## config.mk

```make
export PLATFORM = sky130hd
export DESIGN_NAME = cmpc_top
export DESIGN_NICKNAME = d
export VERILOG_FILES = /design/src/design/cmpc_pkg.sv /design/src/design/cmpc_sync.sv /design/src/design/cmpc_top.sv
export SDC_FILE = /design/constraint.sdc
export NUM_CORES = 1
export LEC_CHECK = 0
export BUFFER_PORTS_ARGS = -buffer_cell sky130_fd_sc_hd__buf_2
export CAP_MARGIN = 20
export CORE_UTILIZATION = 40
export DETAILED_ROUTE_END_ITERATION = 12
export GPL_TIMING_DRIVEN = 1
export MAX_ROUTING_LAYER = met4
export PLACE_DENSITY = 0.8
export SYNTH_ARGS = -nofsm -noshare
export SYNTH_HDL_FRONTEND = slang
export SYNTH_SLANG_ARGS = --single-unit
```

## constraint.sdc

```tcl
create_clock -name sys_clk -period 0.85 [get_ports sys_clk]
set_input_delay 0.0425 -clock sys_clk [delete_from_list [all_inputs] [get_ports sys_clk]]
set_output_delay 0.0425 -clock sys_clk [all_outputs]
set_load 0.1 [all_outputs]
```

## src/design/cmpc_pkg.sv

```systemverilog
/*
  package for the comparator control block: register offset, field
  positions, reset value, hysteresis codes and the carrier structs.
  assumes an 8-bit special-register port driven by the processor core.
*/
// Function
// enable bit switches comparator on and off
// rising output edge sets rise flag
// falling output edge sets fall flag
// flags stay set until software clears
// output-state bit reads live result, read-only
// each edge flag raises an interrupt request
// enabled with low output wakes oscillator
// low nibble holds both hysteresis selectors
// positive codes: off, 5, 10, 20 mV
// negative codes: off, 5, 10, 20 mV
// spurious edges after mode change are kept
// software clears flags after power-up time
// disabled comparator drives pin output low
// two-flop sync then compare for edges
package cmpc_pkg;

  // ****************************************************************
  // register map
  // ****************************************************************
  localparam logic [7:0] CMPC_CTRL_ADDR = 8'h9b;
  localparam logic [7:0] CMPC_CTRL_RESET = 8'h00;
  localparam int CMPC_BIT_EN = 7;
  localparam int CMPC_BIT_OUT = 6;
  localparam int CMPC_BIT_RISE = 5;
  localparam int CMPC_BIT_FALL = 4;
  localparam int CMPC_HYP_LSB = 2;
  localparam int CMPC_HYN_LSB = 0;

  // ****************************************************************
  // hysteresis codes, amount in mV
  // ****************************************************************
  typedef enum logic [1:0] {
    CMPC_HYST_OFF = 2'h0,
    CMPC_HYST_5MV = 2'h1,
    CMPC_HYST_10MV = 2'h2,
    CMPC_HYST_20MV = 2'h3
  } cmpc_hyst_t;

  localparam logic [4:0] CMPC_MV_OFF = 5'h00;
  localparam logic [4:0] CMPC_MV_5 = 5'h05;
  localparam logic [4:0] CMPC_MV_10 = 5'h0a;
  localparam logic [4:0] CMPC_MV_20 = 5'h14;

  // ****************************************************************
  // carriers
  // ****************************************************************
  typedef struct packed {
    logic wr;
    logic [7:0] addr;
    logic [7:0] wdata;
  } cmpc_bus_t;

  typedef struct packed {
    logic enable;
    logic [4:0] pos_mv;
    logic [4:0] neg_mv;
    logic [1:0] pos_sel;
    logic [1:0] neg_sel;
  } cmpc_analog_ctl_t;

  function automatic logic [4:0] cmpc_hyst_mv(input logic [1:0] code);
    unique case (cmpc_hyst_t'(code))
      CMPC_HYST_OFF: cmpc_hyst_mv = CMPC_MV_OFF;
      CMPC_HYST_5MV: cmpc_hyst_mv = CMPC_MV_5;
      CMPC_HYST_10MV: cmpc_hyst_mv = CMPC_MV_10;
      CMPC_HYST_20MV: cmpc_hyst_mv = CMPC_MV_20;
    endcase
  endfunction

endpackage

```

## src/design/cmpc_sync.sv

```systemverilog
/*
  two-flop synchroniser for the raw comparator result.
  assumes the input is asynchronous to sys_clk.
*/
`timescale 1ns/1ps
module cmpc_sync (
  input wire logic sys_clk,
  input wire logic nrst,
  input wire logic async_in,
  output logic sync_out
);
  import cmpc_pkg::*;

  typedef struct packed {
    logic meta;
    logic stable;
  } cmpc_sync_state_t;

  cmpc_sync_state_t state;
  cmpc_sync_state_t next_state;

  always_comb begin
    next_state.meta = async_in;
    next_state.stable = state.meta;
  end

  always_ff @(posedge sys_clk or negedge nrst) begin
    if (!nrst) begin
      state <= '0;
    end else begin
      state <= next_state;
    end
  end

  assign sync_out = state.stable;

endmodule // cmpc_sync

```

## src/design/cmpc_top.sv

```systemverilog
/*
  comparator control and status: control register, edge flags,
  interrupt requests, wake request and the latched pin output.
  assumes a single-cycle register write strobe and a combinational
  read decode by the core; the raw result comes from the analog core.
*/
`timescale 1ns/1ps
module cmpc_top (
  input wire logic sys_clk,
  input wire logic nrst,
  input wire cmpc_pkg::cmpc_bus_t reg_bus,
  output logic [7:0] reg_rdata,
  input wire logic cmp_raw,
  output cmpc_pkg::cmpc_analog_ctl_t analog_ctl,
  output logic irq_rise,
  output logic irq_fall,
  output logic wake_req,
  output logic cmp_pin_out
);
  import cmpc_pkg::*;

  // ****************************************************************
  // state
  // ****************************************************************
  typedef struct packed {
    logic cmp_enable;
    logic cmp_rise_flag;
    logic cmp_fall_flag;
    logic [1:0] cmp_pos_hyst_sel;
    logic [1:0] cmp_neg_hyst_sel;
    logic prev;
    logic [7:0] rdata;
    cmpc_analog_ctl_t actl;
    logic irq_rise;
    logic irq_fall;
    logic wake;
    logic pin;
  } cmpc_state_t;

  cmpc_state_t state;
  cmpc_state_t next_state;
  logic cmp_output_state;
  logic rise_edge;
  logic fall_edge;
  logic wr_ctrl;

  cmpc_sync u_sync (
    .sys_clk(sys_clk),
    .nrst(nrst),
    .async_in(cmp_raw),
    .sync_out(cmp_output_state)
  );

  // ****************************************************************
  // next state
  // ****************************************************************
  always_comb begin
    next_state = state;
    wr_ctrl = reg_bus.wr && (reg_bus.addr == CMPC_CTRL_ADDR);
    // edges only counted while on; spurious power-up edges pass through
    rise_edge = state.cmp_enable && cmp_output_state && !state.prev;
    fall_edge = state.cmp_enable && !cmp_output_state && state.prev;
    next_state.prev = cmp_output_state;
    if (wr_ctrl) begin
      next_state.cmp_enable = reg_bus.wdata[CMPC_BIT_EN];
      next_state.cmp_rise_flag = reg_bus.wdata[CMPC_BIT_RISE];
      next_state.cmp_fall_flag = reg_bus.wdata[CMPC_BIT_FALL];
      next_state.cmp_pos_hyst_sel = reg_bus.wdata[CMPC_HYP_LSB +: 2];
      next_state.cmp_neg_hyst_sel = reg_bus.wdata[CMPC_HYN_LSB +: 2];
    end
    // set wins over a clearing write in the same cycle
    if (rise_edge) begin
      next_state.cmp_rise_flag = 1'b1;
    end
    if (fall_edge) begin
      next_state.cmp_fall_flag = 1'b1;
    end
    next_state.rdata = '0;
    next_state.rdata[CMPC_BIT_EN] = next_state.cmp_enable;
    next_state.rdata[CMPC_BIT_OUT] = state.cmp_enable && cmp_output_state;
    next_state.rdata[CMPC_BIT_RISE] = next_state.cmp_rise_flag;
    next_state.rdata[CMPC_BIT_FALL] = next_state.cmp_fall_flag;
    next_state.rdata[CMPC_HYP_LSB +: 2] = next_state.cmp_pos_hyst_sel;
    next_state.rdata[CMPC_HYN_LSB +: 2] = next_state.cmp_neg_hyst_sel;
    next_state.actl.enable = next_state.cmp_enable;
    next_state.actl.pos_sel = next_state.cmp_pos_hyst_sel;
    next_state.actl.neg_sel = next_state.cmp_neg_hyst_sel;
    next_state.actl.pos_mv = cmpc_hyst_mv(next_state.cmp_pos_hyst_sel);
    next_state.actl.neg_mv = cmpc_hyst_mv(next_state.cmp_neg_hyst_sel);
    next_state.irq_rise = next_state.cmp_rise_flag;
    next_state.irq_fall = next_state.cmp_fall_flag;
    next_state.wake = state.cmp_enable && !cmp_output_state;
    next_state.pin = state.cmp_enable && cmp_output_state;
  end

  always_ff @(posedge sys_clk or negedge nrst) begin
    if (!nrst) begin
      state <= '0;
    end else begin
      state <= next_state;
    end
  end

  // ****************************************************************
  // outputs, all registered
  // ****************************************************************
  assign reg_rdata = state.rdata;
  assign analog_ctl = state.actl;
  assign irq_rise = state.irq_rise;
  assign irq_fall = state.irq_fall;
  assign wake_req = state.wake;
  assign cmp_pin_out = state.pin;

endmodule // cmpc_top

```

## Yosys cells after proc, flatten, opt, wreduce, memory -nomap -nowiden

Cells that the tools add are included.

| operators by class | value |
|---|---|
| muxes and demuxes | 5 |
| reduce and logical (&&, ||, !) cells | 9 |
| eq/ne operators | 7 |

Operator list:

| cell | count |
|---|---|
| $pmux W5 S4 | 2 |
| $eq A2 B2 Y1 const B | 4 |
| $eq A8 B8 Y1 const B | 1 |
| $mux W7 | 1 |
| $logic_and A1 B1 Y1 | 5 |
| $eq A2 B1 Y1 const B | 2 |
| $logic_not A2 Y1 | 2 |
| $logic_not A1 Y1 | 2 |
| $mux W1 | 2 |

| storage, ports and cells | value |
|---|---|
| logic and storage cells | 34 |
| bits in registers | 30 |
| input bits | 20 |
| output and inout port bits | 27 |

## Depth between registers and ports, before layout

Gate-level depths: netlist of run 1.

| logic depth | value |
|---|---|
| depth after elaboration | 5 |
| mapped depth | 4 |
| mapped depth without buffers | 3 |

## By module

From an unflattened synthesis of run 1, not the netlist that was laid out.

| second synthesis, totals | value |
|---|---|
| cells, all modules | 77 |
| area total of the unflattened synthesis | 938.4 sq um |

Modules (own cells, without submodules):

| module | area each (sq um) | instances | cells an instance | seq. area each (sq um) |
|---|---|---|---|---|
| cmpc_top | 888.4 | 1 | 75 | 400.4 |
| cmpc_sync | 50.0 | 1 | 2 | 50.0 |

## Worst setup path after synthesis of run 1

Ideal clock, no wire load.

| timing path | value |
|---|---|
| kind | reg2out |
| from | register state (netlist bit reg_rdata[5]) |
| to | output port reg_rdata[5] |
| setup slack | -0.533 ns |
| arrival | 1.340 ns |
| data required time | 0.808 ns |
| path buffers | 1 |
| stages on the path, launching flop included | 2 |
| path through | dfrtp_1 > buf_4 |

RTL lines:

| element | RTL line | RTL |
|---|---|---|
| from (decl) | cmpc_top.sv:40 | `cmpc_state_t state;` |
| from (signal assigned) | cmpc_top.sv:100 | `state <= next_state;` |
| to (decl) | cmpc_top.sv:12 | `output logic [7:0] reg_rdata,` |

No word-level cell between the ends.

## Worst setup path in the final report of run 1

| timing path | value |
|---|---|
| from | register state (netlist bit analog_ctl[14]) |
| to | output port analog_ctl[14] (netlist bit) |

RTL lines:

| element | RTL line | RTL |
|---|---|---|
| to (decl) | cmpc_top.sv:14 | `output cmpc_pkg::cmpc_analog_ctl_t analog_ctl,` |

No word-level cell between the ends.

==> results of run 1 <==
[per-stage QoR]
step / setup slack [ns] / power (mW) / TNS, ns
global route: -0.3366 / 2.442 / -6.819
global placement: -0.2946 / 1.750 / -3.455
finish: -0.2975 / 2.359 / -5.495
floorplan: -0.2910 / 1.478 / -2.343
CTS: -0.2952 / 2.347 / -5.618
detailed placement: -0.3295 / 1.767 / -3.918
[Yosys cell counts, drive strengths merged]
| cell | count |
|---|---|
| and2 | 1 |
| inv | 2 |
| nand3b | 1 |
| buf | 24 |
| and3b | 1 |
| nor4 | 1 |
| nand2 | 4 |
| nor2 | 2 |
| dfrtp | 18 |
| mux2 | 5 |
| nor2b | 1 |
| nand2b | 8 |
| a21oi | 2 |
| nand4b | 1 |
| mux2i | 8 |
[logic make-up after synthesis]
logic type             count (synthesis)
buffers and inverters                 26
muxes                                 13
AOI/OAI and AO/OA                      2
and+or+nand+nor                       20
DFF                                   18
[report_power, final]
group	switching [mW]	internal, mW	total (mW)
Sequential	0.0387	0.894	0.933
Combinational	0.550	0.354	0.904
Clock	0.262	0.260	0.522
Total	0.850	1.51	2.36
[metal layers]
layer / track usage [%] / vias to the layer above / part of all wire, %
met3: 3.636 / 0 / 6.3
li1: - / 324 / -
met5: - / - / 0
met1: 15.22 / 343 / 39
met4: 6.019 / 0 / 0
met2: 34.67 / 34 / 55
[worst min-delay path: stages]
cell                      delay [ns]
sky130_fd_sc_hd__buf_2          0.12
sky130_fd_sc_hd__nand2_1        0.06
sky130_fd_sc_hd__mux2i_1        0.06
[flip-flops by register name, indices dropped and copies added, names as in the netlist, named ones only]
register	flops
analog_ctl	9
reg_rdata	4
state	1
u_sync.next_state	1
u_sync.sync_out	1
wake_req	1
[timing repair]
item	4_1_cts	5_1_grt
gates resized for setup	13	12
setup endpoints to repair	32	40
setup buffers	5	5
pin swaps	1	0
hold endpoints to repair	21	0
gates cloned	0	0
hold buffers	4	0
[path summary, 6_finish.rpt]
| check | to | start |
|---|---|---|
| setup / recovery | analog_ctl[14] | analog_ctl[14]$_DFFE_PN0N_ |
| hold / removal | analog_ctl[8]$_DFF_PN0_ | reg_bus[0] |
| setup reg to reg | reg_rdata[5]$_DFF_PN0_ | analog_ctl[14]$_DFFE_PN0N_ |
| hold reg to reg | u_sync.sync_out$_DFF_PN0_ | u_sync.next_state[0]$_DFF_PN0_ |
| max in group asynchronous | reg_rdata[6]$_DFF_PN0_ | nrst |
| min in group asynchronous | reg_rdata[3]$_DFF_PN0_ | nrst |
[cell type report]
cell class	instances	share of cell area (%)
tap	28	2.023
multi-input combinational	35	19.87
sequential	18	26.66
inverter	2	0.4335
timing repair buffer	66	48.92
clock buffer	4	2.095
==> flow_summary.html, run 1 <==
<table>
<tr><th>Metric</th><th>Value</th></tr>
<tr><th colspan="2">Place</th></tr>
<tr><td>Placement-stage cell area</td><td>1509 sq um</td></tr>
<tr><td>Count of buffers from port buffering</td><td>45</td></tr>
<tr><td>Number of instances in the placed design</td><td>138</td></tr>
<tr><td>Gpl congestion</td><td>0.7181</td></tr>
<tr><td>Detail Placement HPWL</td><td>1522 microns</td></tr>
<tr><th colspan="2">Synth</th></tr>
<tr><td>Area fraction of the dominant cell type after synthesis</td><td>47.62%</td></tr>
<tr><td>Xor/xnor cell area share of the yosys netlist</td><td>0%</td></tr>
<tr><td>Post-synth design cell area</td><td>945.9 sq um</td></tr>
<tr><td>Synthesis warning total</td><td>0</td></tr>
<tr><td>Cells after Synth</td><td>79</td></tr>
<tr><td>Post-synthesis average cell area</td><td>11.97 sq um</td></tr>
<tr><td>Flops &amp; latches, synth</td><td>18</td></tr>
<tr><td>Area fraction in and, or, nand and nor cells after synthesis</td><td>15.48%</td></tr>
<tr><td>Synth unique cells</td><td>17</td></tr>
<tr><td>Library cell with the largest summed area after synthesis</td><td>sky130_fd_sc_hd__dfrtp_1</td></tr>
<tr><td>Multiplexer area fraction after synthesis</td><td>15.21%</td></tr>
<tr><td>Syn nets</td><td>99</td></tr>
<tr><td>Dominant combinational cell family by area after synthesis</td><td>buffers and inverters</td></tr>
<tr><td>Complex-gate fraction of the synthesized area</td><td>1.058%</td></tr>
<tr><td>Sequential-to-total area share from yosys stat</td><td>47.62%</td></tr>
<tr><td>Post-synthesis adder-cell area fraction</td><td>0%</td></tr>
<tr><td>Top post-synthesis cells by area</td><td>sky130_fd_sc_hd__dfrtp_1, sky130_fd_sc_hd__buf_4, sky130_fd_sc_hd__mux2i_1</td></tr>
<tr><th colspan="2">Cells and area</th></tr>
<tr><td>Area of combinational cells with multiple inputs</td><td>344.1 sq um</td></tr>
<tr><td>Post-route cell area</td><td>1732 sq um</td></tr>
<tr><td>Layout-stage area growth over the synthesis result</td><td>83.07%</td></tr>
<tr><td>Most frequent standard cell in the layout excluding fill and tap cells</td><td>sky130_fd_sc_hd__buf_12</td></tr>
<tr><td>N_diodes</td><td>0</td></tr>
<tr><td>Net count of the finished layout</td><td>146</td></tr>
<tr><td>Final-layout fill cell count</td><td>129</td></tr>
<tr><td>Final cell count without fillers</td><td>153</td></tr>
<tr><td>Most frequent cells in the layout</td><td>sky130_fd_sc_hd__buf_12, sky130_fd_sc_hd__buf_2, sky130_fd_sc_hd__dfrtp_1, sky130_fd_sc_hd__buf_6, sky130_fd_sc_hd__mux2i_1</td></tr>
<tr><td>Area occupied by registers</td><td>461.7 sq um</td></tr>
<tr><td>End-of-flow core utilization</td><td>78.28%</td></tr>
<tr><td>Fraction of layout instances using a drive strength above 1</td><td>68.00%</td></tr>
<tr><th colspan="2">Setup path</th></tr>
<tr><td>Cell depth of the worst setup path</td><td>3</td></tr>
<tr><td>Buffer and inverter count on the worst path</td><td>3</td></tr>
<tr><td>Logic depth of the worst register-to-register path</td><td>4</td></tr>
<tr><td>Worst stage delay on the critical path</td><td>0.42 ns</td></tr>
<tr><td>CP Data Required Time</td><td>0.81 ns</td></tr>
<tr><td>Critical path startpoint category</td><td>flop</td></tr>
<tr><td>R2R setup slack</td><td>-0.20 ns</td></tr>
<tr><td>Slowest CP cell</td><td>sky130_fd_sc_hd__dfrtp_1</td></tr>
<tr><td>Type of the worst setup path</td><td>flop to output port</td></tr>
<tr><td>Category of the worst setup path capture point</td><td>output port</td></tr>
<tr><td>Most Frequent Cell on Critical Path</td><td>sky130_fd_sc_hd__buf_6</td></tr>
<tr><td>Critical path's top delay family</td><td>flip-flops</td></tr>
<tr><td>Peak fanout along the critical path</td><td>2</td></tr>
<tr><td>Cells along the critical path</td><td>buf_6 -&gt; buf_6 -&gt; buf_12</td></tr>
<tr><td>Arrival time reported for the critical path endpoint</td><td>1.10 ns</td></tr>
<tr><th colspan="2">Outcome</th></tr>
<tr><td>Result of the run</td><td>finished with violations</td></tr>
<tr><td>Violations in the final reports</td><td>setup timing</td></tr>
<tr><th colspan="2">Worst hold path</th></tr>
<tr><td>Hold depth</td><td>3</td></tr>
<tr><td>Worst hold-check path type</td><td>primary input to flop</td></tr>
<tr><th colspan="2">Floorplan</th></tr>
<tr><td>Initial Util</td><td>42.76%</td></tr>
<tr><td>Die area</td><td>2563 sq um</td></tr>
<tr><td>Y dimension of the die</td><td>50.63 microns</td></tr>
<tr><td>Area of the placeable core</td><td>2212 sq um</td></tr>
<tr><td>Horizontal die dimension</td><td>50.63 microns</td></tr>
<tr><td>Num rows</td><td>17</td></tr>
<tr><td>Top-level port count</td><td>47</td></tr>
<tr><th colspan="2">Clock network</th></tr>
<tr><td>CTS clock-pin slew for the worst setup and hold paths</td><td>0.11 ns</td></tr>
<tr><td>Clock buffer count from CTS</td><td>3</td></tr>
<tr><td>Cell at the root of the clock tree</td><td>sky130_fd_sc_hd__clkbuf_4</td></tr>
<tr><td>CTS H-tree lvls</td><td>1</td></tr>
<tr><td>Sink Count</td><td>18</td></tr>
<tr><td>Clock tree from TritonCTS</td><td>yes</td></tr>
<tr><td>Clock latency on the worst-skew pair</td><td>0.29 ns</td></tr>
<tr><td>Buffer levels on the longest clock path</td><td>2</td></tr>
<tr><th colspan="2">Timing</th></tr>
<tr><td>Worst rel slew slack</td><td>72.89%</td></tr>
<tr><td>Final Hold Slack</td><td>0.03038 ns</td></tr>
<tr><td>Final setup margin</td><td>-0.2975 ns</td></tr>
<tr><td>Minimum period implied by the final worst setup slack</td><td>1.147 ns</td></tr>
<tr><td>Unrepaired setup endpoints after global routing</td><td>yes</td></tr>
<tr><td>Max Clock Skew</td><td>0.006781 ns</td></tr>
<tr><td>Final-report setup violation count</td><td>38</td></tr>
<tr><td>Final max-slew violation count</td><td>0</td></tr>
<tr><td>Timing-limited maximum frequency</td><td>871.5 MHz</td></tr>
<tr><td>Number of hold violations in the final report</td><td>0</td></tr>
<tr><td>Slew of the pin with the lowest slew margin</td><td>0.4066 ns</td></tr>
<tr><td>Final Cycle Share</td><td>135.0%</td></tr>
<tr><th colspan="2">Drt</th></tr>
<tr><td>Average vias per placed instance</td><td>4.582</td></tr>
<tr><td>Remaining antenna violation count after routing</td><td>0</td></tr>
<tr><td>Iteration-0 DRC count of the detailed router</td><td>9</td></tr>
<tr><td>Vias after detailed routing</td><td>701</td></tr>
<tr><td>Final routed DRC violation total</td><td>0</td></tr>
<tr><td>Routed wire length</td><td>2257 microns</td></tr>
<tr><td>First-pass DRT Iterations</td><td>4</td></tr>
<tr><td>Average detailed-routed wire length per instance</td><td>14.75 microns</td></tr>
<tr><th colspan="2">Job</th></tr>
<tr><td>Max-cap check violation count</td><td>0</td></tr>
<tr><th colspan="2">Power and ir drop</th></tr>
<tr><td>Power density of the placed cells</td><td>1362 nW/um^2</td></tr>
<tr><td>VDD IR max</td><td>0.001236 V</td></tr>
<tr><td>Static Leak</td><td>0.7896 nW</td></tr>
<tr><th colspan="2">Global route</th></tr>
<tr><td>Wire length of the first global-routing pass</td><td>3160 microns</td></tr>
<tr><td>Total routing usage reported by global routing</td><td>17.16%</td></tr>
<tr><td>Leftover overflow at the end of global routing</td><td>0</td></tr>
<tr><td>Antenna violations before repair</td><td>0</td></tr>
<tr><td>Pin count of the biggest net entering global routing</td><td>19</td></tr>
<tr><td>Via count of the first global-routing pass</td><td>767</td></tr>
</table>
Note: power is estimated with default switching activity, not from simulation.
==> inputs of run 2 (changes only) <==
Settings changed: CELL_PAD_IN_SITES_DETAIL_PLACEMENT from default to 0, CELL_PAD_IN_SITES_GLOBAL_PLACEMENT from default to 1, CORE_UTILIZATION 40 to 30.
==> run 2 against run 1 <==
Net effect: the flow still finishes with violations (setup timing); global-route usage fell by 5.2 points; sequential cell count did not move; clock power fell by 1%; critical path depth did not move; critical path type unchanged; largest power group unchanged.
==> flow_summary.html, run 2 (synthesis results as in run 1) <==
<table>
<tr><th>Metric</th><th>Value</th></tr>
<tr><th colspan="2">Outcome</th></tr>
<tr><td>Result of the run</td><td>finished with violations</td></tr>
<tr><td>Violations in the final reports</td><td>setup timing</td></tr>
<tr><th colspan="2">Setup path</th></tr>
<tr><td>Arrival time reported for the critical path endpoint</td><td>1.09 ns (about the same)</td></tr>
<tr><td>Type of the worst setup path</td><td>flop to output port</td></tr>
<tr><td>Destination of the worst register-to-register timing path</td><td>analog_ctl[14]$_DFFE_PN0N_</td></tr>
<tr><td>Critical path startpoint category</td><td>flop</td></tr>
<tr><td>Logic depth of the worst register-to-register path</td><td>4 (unchanged)</td></tr>
<tr><td>R2R setup slack</td><td>-0.26 ns (-0.06 ns)</td></tr>
<tr><td>Peak fanout along the critical path</td><td>2 (unchanged)</td></tr>
<tr><td>Reg-to-reg critical path startpoint</td><td>analog_ctl[14]$_DFFE_PN0N_</td></tr>
<tr><td>CP Data Required Time</td><td>0.81 ns (about the same)</td></tr>
<tr><td>Category of the worst setup path capture point</td><td>output port</td></tr>
<tr><th colspan="2">Timing</th></tr>
<tr><td>Final setup margin</td><td>-0.2810 ns (+0.01653 ns)</td></tr>
<tr><td>Final-report setup violation count</td><td>39 (+2.6%)</td></tr>
<tr><td>Max Clock Skew</td><td>0.001355 ns (-0.005426 ns)</td></tr>
<tr><td>Minimum period implied by the final worst setup slack</td><td>1.131 ns (-0.01653 ns)</td></tr>
<tr><td>Worst rel slew slack</td><td>73.29% (+0.39 points)</td></tr>
<tr><td>Final Hold Slack</td><td>0.02408 ns (-0.006297 ns)</td></tr>
<tr><td>Timing-limited maximum frequency</td><td>884.2 MHz (+1.5%)</td></tr>
<tr><td>Final Cycle Share</td><td>133.1% (-1.9 points)</td></tr>
<tr><td>Slew of the pin with the lowest slew margin</td><td>0.4007 ns (-0.005916 ns)</td></tr>
<tr><td>Unrepaired setup endpoints after global routing</td><td>yes</td></tr>
<tr><td>Final max-slew violation count</td><td>0 (unchanged)</td></tr>
<tr><td>Sum of negative setup slack</td><td>-5.347 ns (+0.1485 ns)</td></tr>
<tr><td>Number of hold violations in the final report</td><td>0 (unchanged)</td></tr>
<tr><th colspan="2">Clock network</th></tr>
<tr><td>CTS clock-pin slew for the worst setup and hold paths</td><td>0.10 ns (about the same)</td></tr>
<tr><td>Clock latency on the worst-skew pair</td><td>0.28 ns (about the same)</td></tr>
<tr><td>Clock buffer count from CTS</td><td>3 (unchanged)</td></tr>
<tr><td>Cell at the root of the clock tree</td><td>sky130_fd_sc_hd__clkbuf_4</td></tr>
<tr><td>CTS H-tree lvls</td><td>1 (unchanged)</td></tr>
<tr><td>Buffer levels on the longest clock path</td><td>2 (unchanged)</td></tr>
<tr><td>Clock tree from TritonCTS</td><td>yes</td></tr>
<tr><td>Sink Count</td><td>18 (unchanged)</td></tr>
<tr><th colspan="2">Worst hold path</th></tr>
<tr><td>Hold depth</td><td>3 (unchanged)</td></tr>
<tr><td>HP Start</td><td>reg_bus[1]</td></tr>
<tr><td>Hold endpoint</td><td>analog_ctl[8]$_DFF_PN0_</td></tr>
<tr><td>Worst hold-check path type</td><td>primary input to flop</td></tr>
<tr><th colspan="2">Cells and area</th></tr>
<tr><td>Most frequent cells in the layout</td><td>sky130_fd_sc_hd__buf_12, sky130_fd_sc_hd__buf_2, sky130_fd_sc_hd__buf_6, sky130_fd_sc_hd__dfrtp_1, sky130_fd_sc_hd__mux2i_1</td></tr>
<tr><td>Max reg flops</td><td>9 (unchanged)</td></tr>
<tr><td>Fraction of layout instances using a drive strength above 1</td><td>68.25% (+0.25 points)</td></tr>
<tr><td>Final-layout fill cell count</td><td>249 (+93%)</td></tr>
<tr><td>Final cell count without fillers</td><td>170 (+11%)</td></tr>
<tr><td>Layout-stage area growth over the synthesis result</td><td>85.32%</td></tr>
<tr><td>N_diodes</td><td>0 (unchanged)</td></tr>
<tr><td>Net count of the finished layout</td><td>147 (+0.68%)</td></tr>
<tr><td>Most frequent standard cell in the layout excluding fill and tap cells</td><td>sky130_fd_sc_hd__buf_12</td></tr>
<tr><th colspan="2">Floorplan</th></tr>
<tr><td>Top-level port count</td><td>47 (unchanged)</td></tr>
<tr><td>Horizontal die dimension</td><td>58.15 microns (+15%)</td></tr>
<tr><td>Y dimension of the die</td><td>58.15 microns (+15%)</td></tr>
<tr><td>Initial Util</td><td>31.24% (-12 points)</td></tr>
<tr><td>Area of the placeable core</td><td>3028 sq um (+37%)</td></tr>
<tr><td>Die area</td><td>3381 sq um (+32%)</td></tr>
<tr><td>Num rows</td><td>20 (+3)</td></tr>
<tr><th colspan="2">Global route</th></tr>
<tr><td>Via count of the first global-routing pass</td><td>676 (-12%)</td></tr>
<tr><td>Wire length of the first global-routing pass</td><td>2953 microns (-6.6%)</td></tr>
<tr><td>Leftover overflow at the end of global routing</td><td>0 (unchanged)</td></tr>
<tr><td>Total routing usage reported by global routing</td><td>11.97% (-5.2 points)</td></tr>
<tr><td>Antenna violations before repair</td><td>0 (unchanged)</td></tr>
<tr><td>Pin count of the biggest net entering global routing</td><td>19 (unchanged)</td></tr>
<tr><th colspan="2">Job</th></tr>
<tr><td>Max-cap check violation count</td><td>0 (unchanged)</td></tr>
<tr><th colspan="2">Power and ir drop</th></tr>
<tr><td>Power density of the placed cells</td><td>1333 nW/um^2 (-2.1%)</td></tr>
<tr><td>Sum of internal, switching and leakage power</td><td>2.337 mW (-0.92%)</td></tr>
<tr><td>Static Leak</td><td>0.7981 nW (+1.1%)</td></tr>
<tr><td>VDD IR max</td><td>0.0005248 V (-58%)</td></tr>
<tr><th colspan="2">Place</th></tr>
<tr><td>Gpl congestion</td><td>0.6532 (-9.0%)</td></tr>
<tr><td>Setup Slack @ Placement</td><td>-0.3942 ns (-0.06475 ns)</td></tr>
<tr><td>Detail Placement HPWL</td><td>1370 microns (-10%)</td></tr>
<tr><td>Count of buffers from port buffering</td><td>45 (unchanged)</td></tr>
<tr><td>Number of instances in the placed design</td><td>154 (+12%)</td></tr>
<tr><th colspan="2">Drt</th></tr>
<tr><td>Average detailed-routed wire length per instance</td><td>10.46 microns (-29%)</td></tr>
<tr><td>Vias after detailed routing</td><td>688 (-1.9%)</td></tr>
<tr><td>First-pass DRT Iterations</td><td>4 (unchanged)</td></tr>
<tr><td>Remaining antenna violation count after routing</td><td>0 (unchanged)</td></tr>
<tr><td>Average vias per placed instance</td><td>4.047 (-12%)</td></tr>
<tr><td>Iteration-0 DRC count of the detailed router</td><td>4 (-5)</td></tr>
<tr><td>Routed wire length</td><td>1778 microns (-21%)</td></tr>
<tr><td>Final routed DRC violation total</td><td>0 (unchanged)</td></tr>
</table>
==> run 2: changes by cell type in the layout (fill, tap and decap cells not counted), sizes merged <==
cell / previous run / this run
buf: 62 / 64
dlygate4sd3: 4 / 3
==> run 2: where the power goes <==
group	switching, mW	internal (mW)	leakage [nW]
clock	0.256	0.261	0.0210
sequential	0.0377	0.894	0.226
combinational	0.533	0.356	0.551
total	0.826	1.51	0.798
==> run 2: layout make-up <==
type	count	area [sq um]	share of cell area (%)
repair buffers	67	858.3	48.97
multi-input cells	35	332.8	18.99
clock buffers	4	36.28	2.070
inverters	2	7.507	0.4283
flip-flops and latches	18	462.9	26.41
well taps	44	55.05	3.141
==> run 2: timing repair <==
item,CTS,global route
hold buffers,3,0
resized for setup,19,6
hold endpoints to repair,20,0
buffers inserted,7,4
pin swaps,2,0
setup endpoints to repair,35,40
==> run 2: through the flow <==
step	utilization [%]	area, sq um
final	57.89	1753
after global routing	57.89	1753
after CTS	56.86	1722
after detailed placement	50.50	1529
after global placement	50.50	1529
after floorplan	-	980.9
==> run 2: routing by layer <==
layer  up-vias  global-route usage (%)  part of all wire (%)
li1        325                       -                     -
met1       323                   12.78                    39
met2        40                   22.00                    53
met3         0                   2.232                   7.6
met4         0                   4.082                     0
met5         -                       -                     0
==> run 2: worst max path at each step <==
stage	depth (start not counted)	startpoint	end	slack, ns
detailed placement	6	reg_bus[10]	analog_ctl[13]$_DFF_PN0_	-0.39
global placement	5	reg_bus[10]	analog_ctl[14]$_DFFE_PN0N_	-0.30
floorplan	4	reg_bus[10]	analog_ctl[6]$_DFF_PN0_	-0.29
CTS	3	analog_ctl[14]$_DFFE_PN0N_	reg_rdata[7]	-0.29
finish	3	analog_ctl[14]$_DFFE_PN0N_	reg_rdata[7]	-0.28
global route	3	analog_ctl[14]$_DFFE_PN0N_	reg_rdata[7]	-0.32
==> run 2: critical path: stages, from the launching register on <==
cell	delay, ns
sky130_fd_sc_hd__dfrtp_1	0.41
sky130_fd_sc_hd__buf_6	0.12
sky130_fd_sc_hd__buf_6	0.12
sky130_fd_sc_hd__buf_12	0.16
